### src/logic/fst_pkg.sv
// shared constants and types of the frequency scan step timer
// assumes a 32-bit apb slave on a single 25 MHz clock
`default_nettype none
package fst_pkg;
  // apb byte offsets
  localparam logic [7:0]  FST_CMD_OFS        = 8'h00;
  localparam logic [7:0]  FST_CTRL_OFS       = 8'h04;
  localparam logic [7:0]  FST_STAT_OFS       = 8'h08;
  localparam logic [7:0]  FST_FREQ_OFS       = 8'h0C;
  localparam logic [7:0]  FST_CFG_OFS        = 8'h10;
  // command word tags and field positions
  localparam int          FST_TAG_MSB        = 15;
  localparam int          FST_TAG_LSB        = 12;
  localparam int          FST_INTV_LSB       = 14;
  localparam logic [3:0]  FST_TAG_COUNT      = 4'h1;
  localparam logic [3:0]  FST_TAG_STEP_LO    = 4'h2;
  localparam logic [3:0]  FST_TAG_STEP_HI    = 4'h3;
  localparam logic [3:0]  FST_TAG_START_LO   = 4'hC;
  localparam logic [3:0]  FST_TAG_START_HI   = 4'hD;
  localparam logic [1:0]  FST_TAG_INTV       = 2'h1;
  localparam int          FST_BASE_BIT       = 13;
  localparam int          FST_MULT_MSB       = 12;
  localparam int          FST_MULT_LSB       = 11;
  localparam int          FST_DWELL_MSB      = 10;
  localparam int          FST_SIGN_BIT       = 11;
  localparam int          FST_HALF_MSB       = 11;
  localparam int          FST_STEP_HI_MSB    = 10;
  // widths
  localparam int          FST_FREQ_W         = 24;
  localparam int          FST_STEP_W         = 23;
  localparam int          FST_COUNT_W        = 12;
  localparam int          FST_DWELL_W        = 11;
  localparam int          FST_PRE_W          = 9;
  // time-base multiplier terminal counts
  localparam logic [8:0]  FST_MULT_X1        = 9'h001;
  localparam logic [8:0]  FST_MULT_X5        = 9'h005;
  localparam logic [8:0]  FST_MULT_X100      = 9'h064;
  localparam logic [8:0]  FST_MULT_X500      = 9'h1F4;
  // control and status bits
  localparam int          FST_CTRL_START_BIT = 0;
  localparam int          FST_CTRL_ABORT_BIT = 1;
  localparam int          FST_STAT_BUSY_BIT  = 0;
  localparam int          FST_STAT_DONE_BIT  = 1;
  localparam int          FST_STAT_REM_LSB   = 16;
  localparam int          FST_CFG_INTV_LSB   = 16;
  // reset values
  localparam logic [11:0] FST_COUNT_RST      = 12'h002;
  localparam logic [10:0] FST_DWELL_RST      = 11'h002;

  typedef struct packed {
    logic        base_clock;
    logic [1:0]  mult;
    logic [10:0] count;
  } fst_interval_type;

  typedef enum logic [1:0] {
    FST_IDLE = 2'b00,
    FST_RUN  = 2'b01,
    FST_DONE = 2'b10
  } fst_state_type;
endpackage
`default_nettype wire

### src/logic/fst_scan_timer.sv
// frequency scan step timer with apb register access
// assumes an apb master on pclk and a waveform-cycle pulse input
//
// Functional notes
// no stop frequency, end is start plus N steps
// 12-bit increment count from tag 0001 words
// host writes increment count 2 to 4095
// interval bit D13 picks waveform or clock base
// interval tag 01, dwell count in D10..D0
// host writes dwell count at least 2
// hold each frequency dwell count base intervals
// D12..D11 multiplier 1, 5, 100, 500
// clock base interval is clock period times multiplier
// scan lasts one plus count intervals
// dwell sets time at each frequency
// start frequency first, then signed steps
// step sign from D11 of high step word
// after last interval, hold done until restarted; an abort write also drops done and returns to idle
`timescale 1ns/10ps
`default_nettype none
module fst_scan_timer
  import fst_pkg::*;
(
  input  wire logic                  pclk,
  input  wire logic                  presetn,
  input  wire logic                  psel,
  input  wire logic                  penable,
  input  wire logic                  pwrite,
  input  wire logic [7:0]            paddr,
  input  wire logic [31:0]           pwdata,
  output logic      [31:0]           prdata,
  output logic                       pready,
  output logic                       pslverr,
  input  wire logic                  wave_tick,
  output logic      [FST_FREQ_W-1:0] scan_freq,
  output logic                       freq_step,
  output logic                       scan_busy,
  output logic                       scan_done
);
  // apb answer registers
  logic [31:0]            prdata_q;
  logic                   pready_q;
  logic                   pslverr_q;
  // configuration
  logic [FST_COUNT_W-1:0] incr_count_q;
  fst_interval_type       interval_q;
  logic [FST_STEP_W-1:0]  step_q;
  logic                   step_neg_q;
  logic [FST_FREQ_W-1:0]  start_q;
  // scan state
  fst_state_type          state_q;
  fst_state_type          state_d;
  logic [FST_FREQ_W-1:0]  freq_q;
  logic [FST_FREQ_W-1:0]  freq_d;
  logic [FST_COUNT_W-1:0] remain_q;
  logic [FST_STEP_W-1:0]  run_step_q;
  logic                   run_neg_q;
  logic                   step_pulse_q;
  logic [FST_COUNT_W:0]   intervals_q;
  logic [FST_COUNT_W-1:0] snap_count_q;
  logic [FST_FREQ_W-1:0]  snap_start_q;

  // bus decode
  logic                   acc_req;
  logic                   acc_fire;
  logic                   hit_cmd;
  logic                   hit_ctrl;
  logic                   hit_stat;
  logic                   hit_freq;
  logic                   hit_cfg;
  logic                   mapped;
  logic                   wr_cmd;
  logic                   wr_ctrl;
  logic [3:0]             tag;
  logic                   start_req;
  logic                   abort_req;
  logic [31:0]            rd_mux;
  logic                   interval_done;
  logic                   last_interval;
  logic                   advance;
  logic [FST_FREQ_W-1:0]  step_ext;

  assign acc_req  = psel && penable && !pready_q;
  assign acc_fire = psel && penable && pready_q;
  assign hit_cmd  = (paddr == FST_CMD_OFS);
  assign hit_ctrl = (paddr == FST_CTRL_OFS);
  assign hit_stat = (paddr == FST_STAT_OFS);
  assign hit_freq = (paddr == FST_FREQ_OFS);
  assign hit_cfg  = (paddr == FST_CFG_OFS);
  assign mapped   = hit_cmd || hit_ctrl || hit_stat || hit_freq || hit_cfg;
  assign wr_cmd   = acc_fire && pwrite && hit_cmd;
  assign wr_ctrl  = acc_fire && pwrite && hit_ctrl;
  assign tag      = pwdata[FST_TAG_MSB:FST_TAG_LSB];
  assign start_req = wr_ctrl && pwdata[FST_CTRL_START_BIT];
  assign abort_req = wr_ctrl && pwdata[FST_CTRL_ABORT_BIT] && !start_req;

  always_comb begin
    rd_mux = '0;
    if (hit_stat) begin
      rd_mux[FST_STAT_BUSY_BIT] = (state_q == FST_RUN);
      rd_mux[FST_STAT_DONE_BIT] = (state_q == FST_DONE);
      rd_mux[FST_STAT_REM_LSB +: FST_COUNT_W] = remain_q;
    end else if (hit_freq) begin
      rd_mux[FST_FREQ_W-1:0] = freq_q;
    end else if (hit_cfg) begin
      rd_mux[FST_COUNT_W-1:0] = incr_count_q;
      rd_mux[FST_CFG_INTV_LSB +: $bits(fst_interval_type)] = interval_q;
    end
  end

  // one wait state, then answer
  always_ff @(posedge pclk or negedge presetn) begin
    if (!presetn) begin
      pready_q  <= 1'b0;
      pslverr_q <= 1'b0;
      prdata_q  <= '0;
    end else begin
      pready_q  <= acc_req;
      pslverr_q <= acc_req && !mapped;
      prdata_q  <= (acc_req && !pwrite) ? rd_mux : '0;
    end
  end

  // increment count load
  always_ff @(posedge pclk or negedge presetn) begin
    if (!presetn) begin
      incr_count_q <= FST_COUNT_RST;
    end else if (wr_cmd && tag == FST_TAG_COUNT) begin
      incr_count_q <= pwdata[FST_COUNT_W-1:0];
    end
  end

  // interval word load, R4 R8 fields
  always_ff @(posedge pclk or negedge presetn) begin
    if (!presetn) begin
      interval_q <= '{base_clock: 1'b0, mult: 2'h0, count: FST_DWELL_RST};
    end else if (wr_cmd && pwdata[FST_TAG_MSB:FST_INTV_LSB] == FST_TAG_INTV) begin
      interval_q.base_clock <= pwdata[FST_BASE_BIT];
      interval_q.mult       <= pwdata[FST_MULT_MSB:FST_MULT_LSB];
      interval_q.count      <= pwdata[FST_DWELL_MSB:0];
    end
  end

  // step halves and sign
  always_ff @(posedge pclk or negedge presetn) begin
    if (!presetn) begin
      step_q     <= '0;
      step_neg_q <= 1'b0;
    end else if (wr_cmd && tag == FST_TAG_STEP_LO) begin
      step_q[FST_HALF_MSB:0] <= pwdata[FST_HALF_MSB:0];
    end else if (wr_cmd && tag == FST_TAG_STEP_HI) begin
      step_q[FST_STEP_W-1:FST_HALF_MSB+1] <= pwdata[FST_STEP_HI_MSB:0];
      step_neg_q <= pwdata[FST_SIGN_BIT];
    end
  end

  always_ff @(posedge pclk or negedge presetn) begin
    if (!presetn) begin
      start_q <= '0;
    end else if (wr_cmd && tag == FST_TAG_START_LO) begin
      start_q[FST_HALF_MSB:0] <= pwdata[FST_HALF_MSB:0];
    end else if (wr_cmd && tag == FST_TAG_START_HI) begin
      start_q[FST_FREQ_W-1:FST_HALF_MSB+1] <= pwdata[FST_HALF_MSB:0];
    end
  end

  // dwell timer paces every frequency
  fst_dwell_timer u_dwell (
    .pclk          (pclk),
    .presetn       (presetn),
    .restart       (start_req),
    .cfg           (interval_q),
    .wave_tick     (wave_tick),
    .interval_done (interval_done)
  );

  assign last_interval = (remain_q == '0);
  assign advance       = (state_q == FST_RUN) && interval_done && !start_req && !abort_req;
  assign step_ext      = {1'b0, run_step_q};

  always_comb begin
    state_d = state_q;
    freq_d  = freq_q;
    case (state_q)
      FST_IDLE: begin
        state_d = FST_IDLE;
      end
      FST_RUN: begin
        // last interval ends, no stop value
        if (advance && last_interval) begin
          state_d = FST_DONE;
        // signed step per interval
        end else if (advance) begin
          freq_d = run_neg_q ? freq_q - step_ext : freq_q + step_ext;
        end
      end
      FST_DONE: begin
        state_d = FST_DONE;
      end
      default: begin
        state_d = FST_IDLE;
      end
    endcase
    if (start_req) begin
      state_d = FST_RUN;
      freq_d  = start_q;
    end else if (abort_req) begin
      state_d = FST_IDLE;
    end
  end

  // one start interval plus count steps
  always_ff @(posedge pclk or negedge presetn) begin
    if (!presetn) begin
      state_q     <= FST_IDLE;
      freq_q      <= '0;
      remain_q    <= '0;
      run_step_q  <= '0;
      run_neg_q   <= 1'b0;
      intervals_q <= '0;
    end else begin
      state_q <= state_d;
      freq_q  <= freq_d;
      if (start_req) begin
        remain_q    <= incr_count_q;
        run_step_q  <= step_q;
        run_neg_q   <= step_neg_q;
        intervals_q <= '0;
      end else if (advance) begin
        intervals_q <= intervals_q + 13'h0001;
        if (!last_interval) begin
          remain_q <= remain_q - 12'h001;
        end
      end
    end
  end

  always_ff @(posedge pclk or negedge presetn) begin
    if (!presetn) begin
      step_pulse_q <= 1'b0;
      snap_count_q <= '0;
      snap_start_q <= '0;
    end else begin
      step_pulse_q <= start_req || (advance && !last_interval);
      if (start_req) begin
        snap_count_q <= incr_count_q;
        snap_start_q <= start_q;
      end
    end
  end

  assign prdata    = prdata_q;
  assign pready    = pready_q;
  assign pslverr   = pslverr_q;
  assign scan_freq = freq_q;
  assign freq_step = step_pulse_q;
  assign scan_busy = (state_q == FST_RUN);
  assign scan_done = (state_q == FST_DONE);

  // expected end frequency
  logic [34:0]           exp_span;
  logic [FST_FREQ_W-1:0] exp_final;
  assign exp_span  = {23'h000000, snap_count_q} * {12'h000, run_step_q};
  assign exp_final = run_neg_q ? snap_start_q - exp_span[FST_FREQ_W-1:0]
                               : snap_start_q + exp_span[FST_FREQ_W-1:0];
endmodule // fst_scan_timer
`default_nettype wire

### src/logic/fst_dwell_timer.sv
// dwell interval timer: counts base intervals up to the dwell count
// assumes wave_tick is a one-cycle pulse per output waveform cycle
`timescale 1ns/10ps
`default_nettype none
module fst_dwell_timer
  import fst_pkg::*;
(
  input  wire logic             pclk,
  input  wire logic             presetn,
  input  wire logic             restart,
  input  wire fst_interval_type cfg,
  input  wire logic             wave_tick,
  output logic                  interval_done
);
  logic [FST_PRE_W-1:0]   pre_q;
  logic [FST_DWELL_W-1:0] dwell_q;
  logic [FST_PRE_W-1:0]   term;
  logic                   pre_wrap;
  logic                   base_tick;
  logic                   dwell_last;

  // multiplier code to count
  assign term = (cfg.mult == 2'h0) ? FST_MULT_X1 :
                (cfg.mult == 2'h1) ? FST_MULT_X5 :
                (cfg.mult == 2'h2) ? FST_MULT_X100 : FST_MULT_X500;
  // base interval in clocks
  assign pre_wrap   = (pre_q == term - FST_MULT_X1);
  // waveform or clock base
  assign base_tick  = !restart && (cfg.base_clock ? pre_wrap : wave_tick);
  // dwell count of base intervals
  assign dwell_last = (dwell_q == cfg.count - 11'h001);
  // unregistered end: with the clock base the first interval after restart is as long as the rest
  assign interval_done = base_tick && dwell_last;

  always_ff @(posedge pclk or negedge presetn) begin
    if (!presetn) begin
      pre_q   <= '0;
      dwell_q <= '0;
    end else if (restart) begin
      pre_q   <= '0;
      dwell_q <= '0;
    end else begin
      if (cfg.base_clock) begin
        pre_q <= pre_wrap ? '0 : pre_q + 9'h001;
      end
      if (base_tick) begin
        dwell_q <= dwell_last ? '0 : dwell_q + 11'h001;
      end
    end
  end
endmodule // fst_dwell_timer
`default_nettype wire

### config.mk
export PLATFORM = sky130hd
export DESIGN_NAME = fst_scan_timer
export DESIGN_NICKNAME = d
export VERILOG_FILES = /design/src/logic/fst_pkg.sv /design/src/logic/fst_scan_timer.sv /design/src/logic/fst_dwell_timer.sv
export SDC_FILE = /design/constraint.sdc
export NUM_CORES = 1
export LEC_CHECK = 0
export BUFFER_PORTS_ARGS = -buffer_cell sky130_fd_sc_hd__buf_2
export CAP_MARGIN = 5
export CORE_MARGIN = 10
export CORE_UTILIZATION = 35
export DETAILED_ROUTE_END_ITERATION = 10
export GPL_TIMING_DRIVEN = 0
export PLACE_DENSITY = 0.57
export SLEW_MARGIN = 10
export SYNTH_ARGS = -nofsm -noshare
export SYNTH_HDL_FRONTEND = slang
export SYNTH_HIERARCHICAL = 1
export SYNTH_SLANG_ARGS = --single-unit
export TNS_END_PERCENT = 30
### constraint.sdc
create_clock -name pclk -period 7.5 [get_ports pclk]
set_input_delay 0 -clock pclk [delete_from_list [all_inputs] [get_ports pclk]]
set_output_delay 0 -clock pclk [all_outputs]
set_load 0.05 [all_outputs]
Word level (Yosys, flattened, before mapping)
Cells that the tools add are included.

storage, ports and cells
  logic and storage cells = 127
  output and inout bits = 61
  flip-flop bits (word level) = 189

operators by class
  eq/ne operators = 19
  add/sub/neg operators = 7
  bitwise gates (word level) = 2
  muxes and demuxes = 33
  reduce and logical (&&, ||, !) cells = 46

operators by type and width
  operator                                                               number
  24-bit 2-to-1 mux                                                      5
  12-bit 2-to-1 mux                                                      6
  9-bit 2-to-1 mux                                                       6
  11-bit 2-to-1 mux                                                      3
  30-bit 2-to-1 mux                                                      1
  14-bit 2-to-1 mux                                                      2
  24-bit by 23-bit adder with 24-bit output                              1
  1-bit logical AND                                                      24
  24-bit by 23-bit subtractor with 24-bit output                         1
  8-bit by 4-bit equality test with 1-bit output, second input constant  2
  12-bit zero test                                                       1
  12-bit by 1-bit subtractor with 12-bit output, second input constant   1
  11-bit by 1-bit adder with 11-bit output, second input constant        1
  11-bit equality test                                                   1
  11-bit by 1-bit subtractor with 11-bit output, second input constant   1
  2-bit 2-to-1 mux                                                       5
  9-bit by 1-bit adder with 9-bit output, second input constant          1
  9-bit equality test                                                    1
  9-bit by 1-bit subtractor with 9-bit output, second input constant     1
  4-bit by 2-bit equality test with 1-bit output, second input constant  2
  4-bit equality test, second input constant                             2
  8-bit by 3-bit equality test with 1-bit output, second input constant  1
  8-bit by 5-bit equality test with 1-bit output, second input constant  1
  8-bit zero test                                                        1
  17 further kinds                                                       36

Logic depth before layout (Yosys ltp)
Gate-level depths: netlist of the first run.

  depth after elaboration = 17
  gate-level depth with buffers = 16
  gate-level depth less buffers = 14

Cells and area by module
Netlist of the first run, hierarchy kept.

by module, submodules not included
  module           cells each  sequential area each (µm²)  area each (µm²)  times used
  fst_scan_timer   800         4231.6                      8464.4           1
  fst_dwell_timer  239         500.5                       1956.9           1

Worst setup path after synthesis of the first run
No wires, ideal clock.

  kind = register to register
  from = reg run_step_q[4]
  to = reg freq_q[23], in the netlist scan_freq[23]
  path buffers = 0
  setup slack = 4.144 ns
  data arrival time = 3.223 ns
  library setup time = 0.133 ns
  cell stages (with the launch flop) = 13
  data required time = 7.367 ns
  path through = dfrtp_1 nor4_1 nor2b_1 nor4b_1 a21oi_1 xnor2_1 ha_1 and2_1 and3_1 a221o_1 a31oi_1 xnor2_1 o21ai_0

between the ends
  longest elaborated chain between the ends = 6
  elaborated cells between the ends (all ways) = 7
  classes of those cells = add/sub: 2; mux: 5

RTL lines
  item                                                                                                                line                   source
  from (decl)                                                                                                         fst_scan_timer.sv:56   logic [FST_STEP_W-1:0] run_step_q;
  from (signal assigned)                                                                                              fst_scan_timer.sv:226  run_step_q <= step_q;
  24-bit by 23-bit adder with 24-bit output / 24-bit by 23-bit subtractor with 24-bit output (equally long branches)  fst_scan_timer.sv:194  freq_d = run_neg_q ? freq_q - step_ext : freq_q + step_ext;
  24-bit 2-to-1 mux *                                                                                                 fst_scan_timer.sv:194
  24-bit 2-to-1 mux *                                                                                                 fst_scan_timer.sv:193  end else if (advance) begin
  24-bit 2-to-1 mux *                                                                                                 fst_scan_timer.sv:190  if (advance && last_interval) begin
  24-bit 2-to-1 mux *                                                                                                 fst_scan_timer.sv:184  case (state_q)
  24-bit 2-to-1 mux *                                                                                                 fst_scan_timer.sv:204  if (start_req) begin
  to (signal assigned)                                                                                                fst_scan_timer.sv:223  freq_q <= freq_d;
  to (decl)                                                                                                           fst_scan_timer.sv:53   logic [FST_FREQ_W-1:0] freq_q;

Every way passes the cells marked *; elsewhere a longest branch is shown, timed or not. The select of a mux whose other input is x is not followed.
A chain may end at the register's enable or synchronous reset.

Final worst setup path of the first run
  from = reg run_step_q[4]
  to = reg freq_q[20], in the netlist scan_freq[20]

Same word-level chain as after synthesis.

==> flow_summary_export.csv, run 1 <==
group,metric,value,unit
clock_network,cts_tree,"built",
power,ir_worst_vdd,0.000133,V
place,post-dp-hpwl,23.6,mm
timing,slew_viol_final,0,
yosys,ys_top_cells_by_count,"187 x dfrtp_1, 121 x nand2_1, 74 x mux2_2, 73 x nor2_1, 57 x a21oi_1",
routing,drcViolationCount,0,
clock_network,cts_setup_buffers,0,
routing,drt_iter0_markers,573,
outcome,status,"completed",
yosys,synth_area,10400,um2
setup_path,slowest_delay,0.93,ns
yosys,synthCells,1039,
yosys,avgSynthCellArea,10.0,um2
power,p_total,2350,uW
global_routing,met3_usage,3.18,%
job,maxCapViolations,0,
timing,timing.hold.ws,0.00614,ns
yosys,yosysSeqAreaShare,45.4,%
yosys,synth_area_leaders,"dfrtp_1 45%, mux2_2 8.0%, nand2_1 4.4%, ha_1 3.7%, xnor2_1 3.4%",
worst_hold_path,worstHoldPathCells,4,
place,io_buffers,88,
setup_path,path_max_fanout,7,
power,leakagePower,0.00575,uW
timing,tightest_slew,1.08,ns
place,globalplace.congestion,0.902,
worst_hold_path,min_path_type,"primary input to register",
final_layout,multi_input_area,5310,um2
timing,max_freq,0.234,GHz
floorplanning,initial_core_util,35.3,%
floorplanning,die-area,37100,um2
floorplanning,die_h,193,um
clock_network,clkSinkCount,189,
timing,min_period,4.28,ns
clock_network,clkTransAtPathRegs,0.08,ns
global_routing,grt-busiest-layer,"met2",
floorplanning,ioPinCount,107,
yosys,ys_ff_latch,189,
final_layout,utilization,41.4,%
clock_network,root_buffer,"clkbuf_16",
timing,finalCritPeriodShare,57.1,%
timing,final-hold-violation-count,0,
yosys,synthArstFlopShare,100,%
place,place_inst,1520,
global_routing,gr-total-overflow,0,
routing,wl_per_cell,20.5,um
final_layout,register_area,4730,um2
clock_network,clk_latency,0.46,ns
yosys,synth_top_area_cell,"dfrtp_1",
yosys,yosysUniqueCellTypes,89,
global_routing,grt_use_met2,27.6,%
setup_path,crit_arrival,4.60,ns
global_routing,grt_usage,17.4,%
routing,via_per_inst,5.40,
yosys,synth_ff_type,"dfrtp_1",
timing,rsz0062_at_grt,"false",
yosys,yosys_warnings,6,
setup_path,endpoint_kind,"register",
routing,vias,8452,
global_routing,grt_pass1_wl,49.4,mm
yosys,yosysMostFrequentCell,"dfrtp_1",
setup_path,path_cells,"nor4_1, nor2b_1, nor4b_1, a21oi_1, xnor2_1, ha_1, nand2_1, or3_1, o41ai_1, xnor2_1, o21ai_0",
global_routing,first_global_vias,8363,
clock_network,post_cts_resized,0,
final_layout,final_layout_size_suffix_gt1_share,20.5,%
timing,setup_viol,0,
final_layout,nets,1240,
setup_path,reg2reg_depth,11,
setup_path,required,7.81,ns
routing,antenna_left,0,
final_layout,nFillCells,2881,
timing,skew,0.0233,ns
global_routing,antenna_found_initial,0,
floorplanning,die_w,193,um
yosys,synth_top_area_share,44.9,%
power,power.density,192,nW/um2
setup_path,crit_top_cell,"xnor2_1",
floorplanning,core_area,29500,um2
clock_network,cts_buffers,17,
global_routing,grt_start_max_net_pins,97,
setup_path,slowest_stage,"nor4b_1",
setup_path,cp-start-kind,"register",
final_layout,area_growth_syn_to_layout,17.0,%
clock_network,htreeDepth,4,
floorplanning,row_count,63,
routing,wl,32.1,mm
timing,tns,0,ns
clock_network,clockBufferDepth,2,
routing,firstDrtPassIters,6,
timing,maxSlewHeadroom,26.9,%
global_routing,use_met1,23.8,%
setup_path,path_class,"register to register",
final_layout,instances_no_fill,1566,
yosys,synth_edf_count,0,
state kept, by name, indices dropped and copies added (netlist names), 2 cells and up:
name / flops
step_q: 23
u_dwell/pre_q: 9
state_q: 2
incr_count_q: 12
u_dwell/dwell_q: 11
interval_q: 14
scan_freq: 24
prdata: 30
remain_q: 12
run_step_q: 23
start_q: 24
report_power, final:
group          switching, uW  internal [uW]
Sequential              41.5           1040
Clock                    492            466
Combinational            185            119
Total                    719           1630
worst max-delay path, delay by kind of cell, from the launching register on:
| kind | cells | cell delay (ns) |
|---|---|---|
| xor gates and xnor gates | 2 | 0.40 |
| DFF | 1 | 0.42 |
| and+or+nand+nor | 5 | 2.27 |
| AOI/OAI and AO/OA | 3 | 0.67 |
| adders and majority gates | 1 | 0.39 |
worst paths after layout:
kind | slack, ns | start | endpoint
worst max-delay path | 3.22 | run_step_q[4] | scan_freq[20]
worst min register to register | 0.47 | step_q[11] | run_step_q[11]
worst min-delay path | 0.006 | paddr[0] | prdata[16]
worst max register to register | 3.22 | run_step_q[4] | scan_freq[20]
max in group asynchronous | 6.62 | presetn | step_q[1]
min in group asynchronous | 0.05 | presetn | pready
layout by cell type (no fill, tap or decap), drive strengths merged, types with 12 or more instances in the layout:
master	count
a22oi	29
buf	109
a31oi	13
nand2	121
mux2	74
dlygate4sd3	12
nor2	74
xnor2	41
clkbuf	54
nor3	23
xor2	26
nand3	25
dfrtp	187
o22ai	13
o21ai	57
a21oi	57
ha	31
inv	34
routing by layer:
layer | part of all wire [%] | vias up
li1 | - | 4014
met1 | 46 | 4180
met2 | 46 | 226
met3 | 5.4 | 32
met4 | 2.1 | 0
met5 | 0 | -
through the flow:
step | cell area (um2) | worst slack [ns]
floorplan | 10400 | 4.14
global placement | 11400 | 3.15
detailed placement | 11400 | 3.30
CTS | 12200 | 3.27
global route | 12200 | 2.85
finish | 12200 | 3.22
logic make-up after synthesis:
group           after synthesis  synth area share, %
xor+xnor                     67                 5.70
simple gates                345                 16.9
other cells                   1               0.0360
compound gates              247                 16.3
flops                       189                 45.4
fa+ha+maj                    32                 3.91
mux                          75                 8.09
buf+inv                      83                 3.65
area by class of cell:
class / instances / area share [%]
inverters: 29 / 0.893
repair buffers: 103 / 5.30
plain buffers: 54 / 2.23
diodes: 1 / 0.0205
clock inverters: 14 / 1.56
flip-flops and latches: 189 / 38.8
well taps: 390 / 4.00
clock buffers: 18 / 3.60
multi-input cells: 768 / 43.6
repair_timing:
item | 4_1_cts | 5_1_grt
endpoints found under the setup margin | 0 | 0
hold buffers | 13 | 0
endpoints found under the hold margin | 138 | 0
(Power assumes the default switching activity.)
==> run 2, diff against run 1 <==
--- a/config.mk
+++ b/config.mk
@@ -11,7 +11,7 @@
 export CORE_UTILIZATION = 35
 export DETAILED_ROUTE_END_ITERATION = 10
 export GPL_TIMING_DRIVEN = 0
-export PLACE_DENSITY = 0.57
+export PLACE_DENSITY = 0.59
 export SLEW_MARGIN = 10
 export SYNTH_ARGS = -nofsm -noshare
 export SYNTH_HDL_FRONTEND = slang
==> constraint.sdc (replaced) <==
create_clock -name pclk -period 3.5 [get_ports pclk]
set_input_delay 0 -clock pclk [delete_from_list [all_inputs] [get_ports pclk]]
set_output_delay 0 -clock pclk [all_outputs]
set_load 0.05 [all_outputs]
==> run 2 against run 1 <==
Compared with the run above:
- sequential cell count unchanged
- the flow now finishes with violations (negative setup slack)
- highest routed layer unchanged
- hold slack gained 0.015 ns
- wire length rose by 0.79%
- cell count up 0.77%
- first-iteration DRC count rose by 19%
- clock power is 100% higher
- clock-buffer cell count is the same
- maximum frequency is 22% higher
- non-clock buffer count grew 12
==> flow_summary_export.csv, run 2 (same netlist as run 1, synthesis figures left out) <==
group,metric,value,unit
global_routing,grt_pass1_wl,49.2,mm
power,leakagePower,0.00592,uW
timing,maxSlewHeadroom,47.5,%
setup_path,crit_arrival,3.89,ns
power,sw_frac_of_total,29.7,%
final_layout,largest_reg_flops,30,
clock_network,clkTransAtPathRegs,0.08,ns
floorplanning,die-area,37100,um2
global_routing,gr-total-overflow,0,
setup_path,path_class,"register to register",
timing,worst_slack,-0.0145,ns
power,ir_worst_vdd,0.000424,V
clock_network,cts_buffers,17,
global_routing,first_global_vias,8301,
setup_path,cp-start-kind,"register",
timing,setup_viol,1,
timing,min_period,3.51,ns
power,intPower,3460,uW
power,power.density,392,nW/um2
floorplanning,core_area,29500,um2
setup_path,endpoint_kind,"register",
power,comb_power_share,13.2,%
timing,finalCritPeriodShare,100,%
clock_network,clk_latency,0.45,ns
routing,firstDrtPassIters,5,
timing,rsz0062_at_grt,"true",
timing,tightest_slew,0.788,ns
final_layout,area_growth_syn_to_layout,20.5,%
routing,drcViolationCount,0,
global_routing,grt_usage,17.4,%
clock_network,clockBufferDepth,2,
clock_network,htreeDepth,4,
floorplanning,die_h,193,um
outcome,violations,"negative setup slack",
final_layout,layout_commonest_cell,"dfrtp_1",
timing,skew,0.0126,ns
setup_path,required,3.88,ns
outcome,status,"finished, violations left",
setup_path,r2r_start,"interval_q[1]",
setup_path,reg2reg_depth,15,
clock_network,root_buffer,"clkbuf_16",
global_routing,antenna_found_initial,2,
routing,wl,32.4,mm
clock_network,cts_tree,"built",
setup_path,r2r_setup_slack,-0.01,ns
final_layout,nFillCells,2888,
final_layout,instances_no_fill,1578,
final_layout,layout_common_cells,"185 x dfrtp_1, 120 x nand2_1, 90 x buf_2, 74 x mux2_2, 68 x nor2_1",
timing,timing.hold.ws,0.0209,ns
power,clockPowerShare,39.5,%
floorplanning,row_count,63,
floorplanning,die_w,193,um
place,globalplace.congestion,0.885,
timing,slew_viol_final,0,
place,io_buffers,88,
floorplanning,ioPinCount,107,
routing,drt_iter0_markers,684,
routing,antenna_left,0,
routing,via_per_inst,5.37,
global_routing,grt_start_max_net_pins,101,
final_layout,final_layout_size_suffix_gt1_share,26.0,%
place,place_inst,1519,
timing,final-hold-violation-count,0,
job,maxCapViolations,0,
setup_path,startpoint,"interval_q[1]",
setup_path,worstReg2RegEnd,"remain_q[10]",
power,p_seq_share,47.3,%
power,p_switching,1460,uW
routing,vias,8470,
setup_path,path_max_fanout,6,
power,p_total,4920,uW
final_layout,nets,1252,
clock_network,clkSinkCount,189,
routing,wl_per_cell,20.5,um
setup_path,cp-endpoint,"remain_q[10]",
worst_hold_path,min_path_type,"primary input to register",
place,post-dp-hpwl,23.4,mm
place,dp_slack,-0.626,ns
timing,max_freq,0.285,GHz
floorplanning,initial_core_util,35.3,%
-- run 2: changes by cell type in the layout (fill, tap and decap cells not counted), moves of 7 or more --
| cell | before | now |
|---|---|---|
| o21ai_0 | 51 | 28 |
| a22oi_2 | 0 | 14 |
| a22oi_1 | 29 | 15 |
| o21ai_1 | 6 | 27 |
| buf_4 | 4 | 11 |
-- run 2: area by class of cell --
class,count,area [um2],share of cell area [%]
Antenna cell,1,2.50,0.0199
Inverter,29,109,0.867
Clock inverter,14,150,1.20
Multi-Input combinational cell,768,5600,44.6
Tap cell,390,488,3.89
Clock buffer,18,439,3.50
Timing Repair Buffer,116,746,5.94
Buffer,53,287,2.28
Sequential cell,189,4730,37.7
-- run 2: per-layer routing --
metal / GRT usage, % / part of all wire (%) / vias up
met5: 0 / 0 / -
met4: 4.77 / 1.5 / 0
met3: 3.00 / 5.4 / 32
met2: 27.9 / 47 / 206
met1: 23.6 / 46 / 4198
li1: - / - / 4034
-- run 2: worst min path at each step --
stage,start,to,cells past startpoint
after global routing,pwdata[3],start_q[3],2
after global placement,pwdata[12],interval_q[12],2
after floorplan,presetn,freq_step,0
final,pwdata[3],incr_count_q[3],2
after CTS,pwdata[14],start_q[23],3
after detailed placement,presetn,pready,1
-- run 2: critical path, cell delays in order (launching register included) --
cell and delay [ns]:
dfstp_2 0.56, inv_2 0.05, ha_4 0.22, xnor2_2 0.13
a311o_1 0.35, a221oi_2 0.18, nand4_1 0.14, a311o_1 0.38
nor4_4 0.40, o311a_4 0.29, and2_4 0.19, buf_8 0.14
buf_6 0.12, buf_6 0.10, a21oi_1 0.06, o21ai_1 0.13
-- run 2: power groups by stage --
| stage | logic [uW] | registers, uW | clock network, uW |
|---|---|---|---|
| 2_1_floorplan | 427 | 2340 | 0 |
| 3_3_place_gp | 615 | 2370 | 0 |
| 3_5_place_dp | 624 | 2360 | 0 |
| 4_1_cts | 642 | 2320 | 1980 |
| 5_1_grt | 734 | 2340 | 2070 |
| 6_report | 652 | 2330 | 1940 |
-- run 2: timing repair --
action                                 4_1_cts  5_1_grt
endpoints found under the hold margin      128        0
pin swaps                                    5       15
setup endpoints to repair                   39       27
hold buffers                                13        0
gates resized for setup                     19       83
gates cloned                                 0        1
buffers inserted                             3       10
-- run 2: stage by stage --
step                      utilization, %  area [um2]  TNS (ns)
after global routing                42.6       12600     -3.03
after floorplan                        -       10400         0
after detailed placement            38.6       11400    -16.83
final                               42.6       12600   -0.0145
after CTS                           41.5       12200         0
after global placement              38.5       11400   -171.30
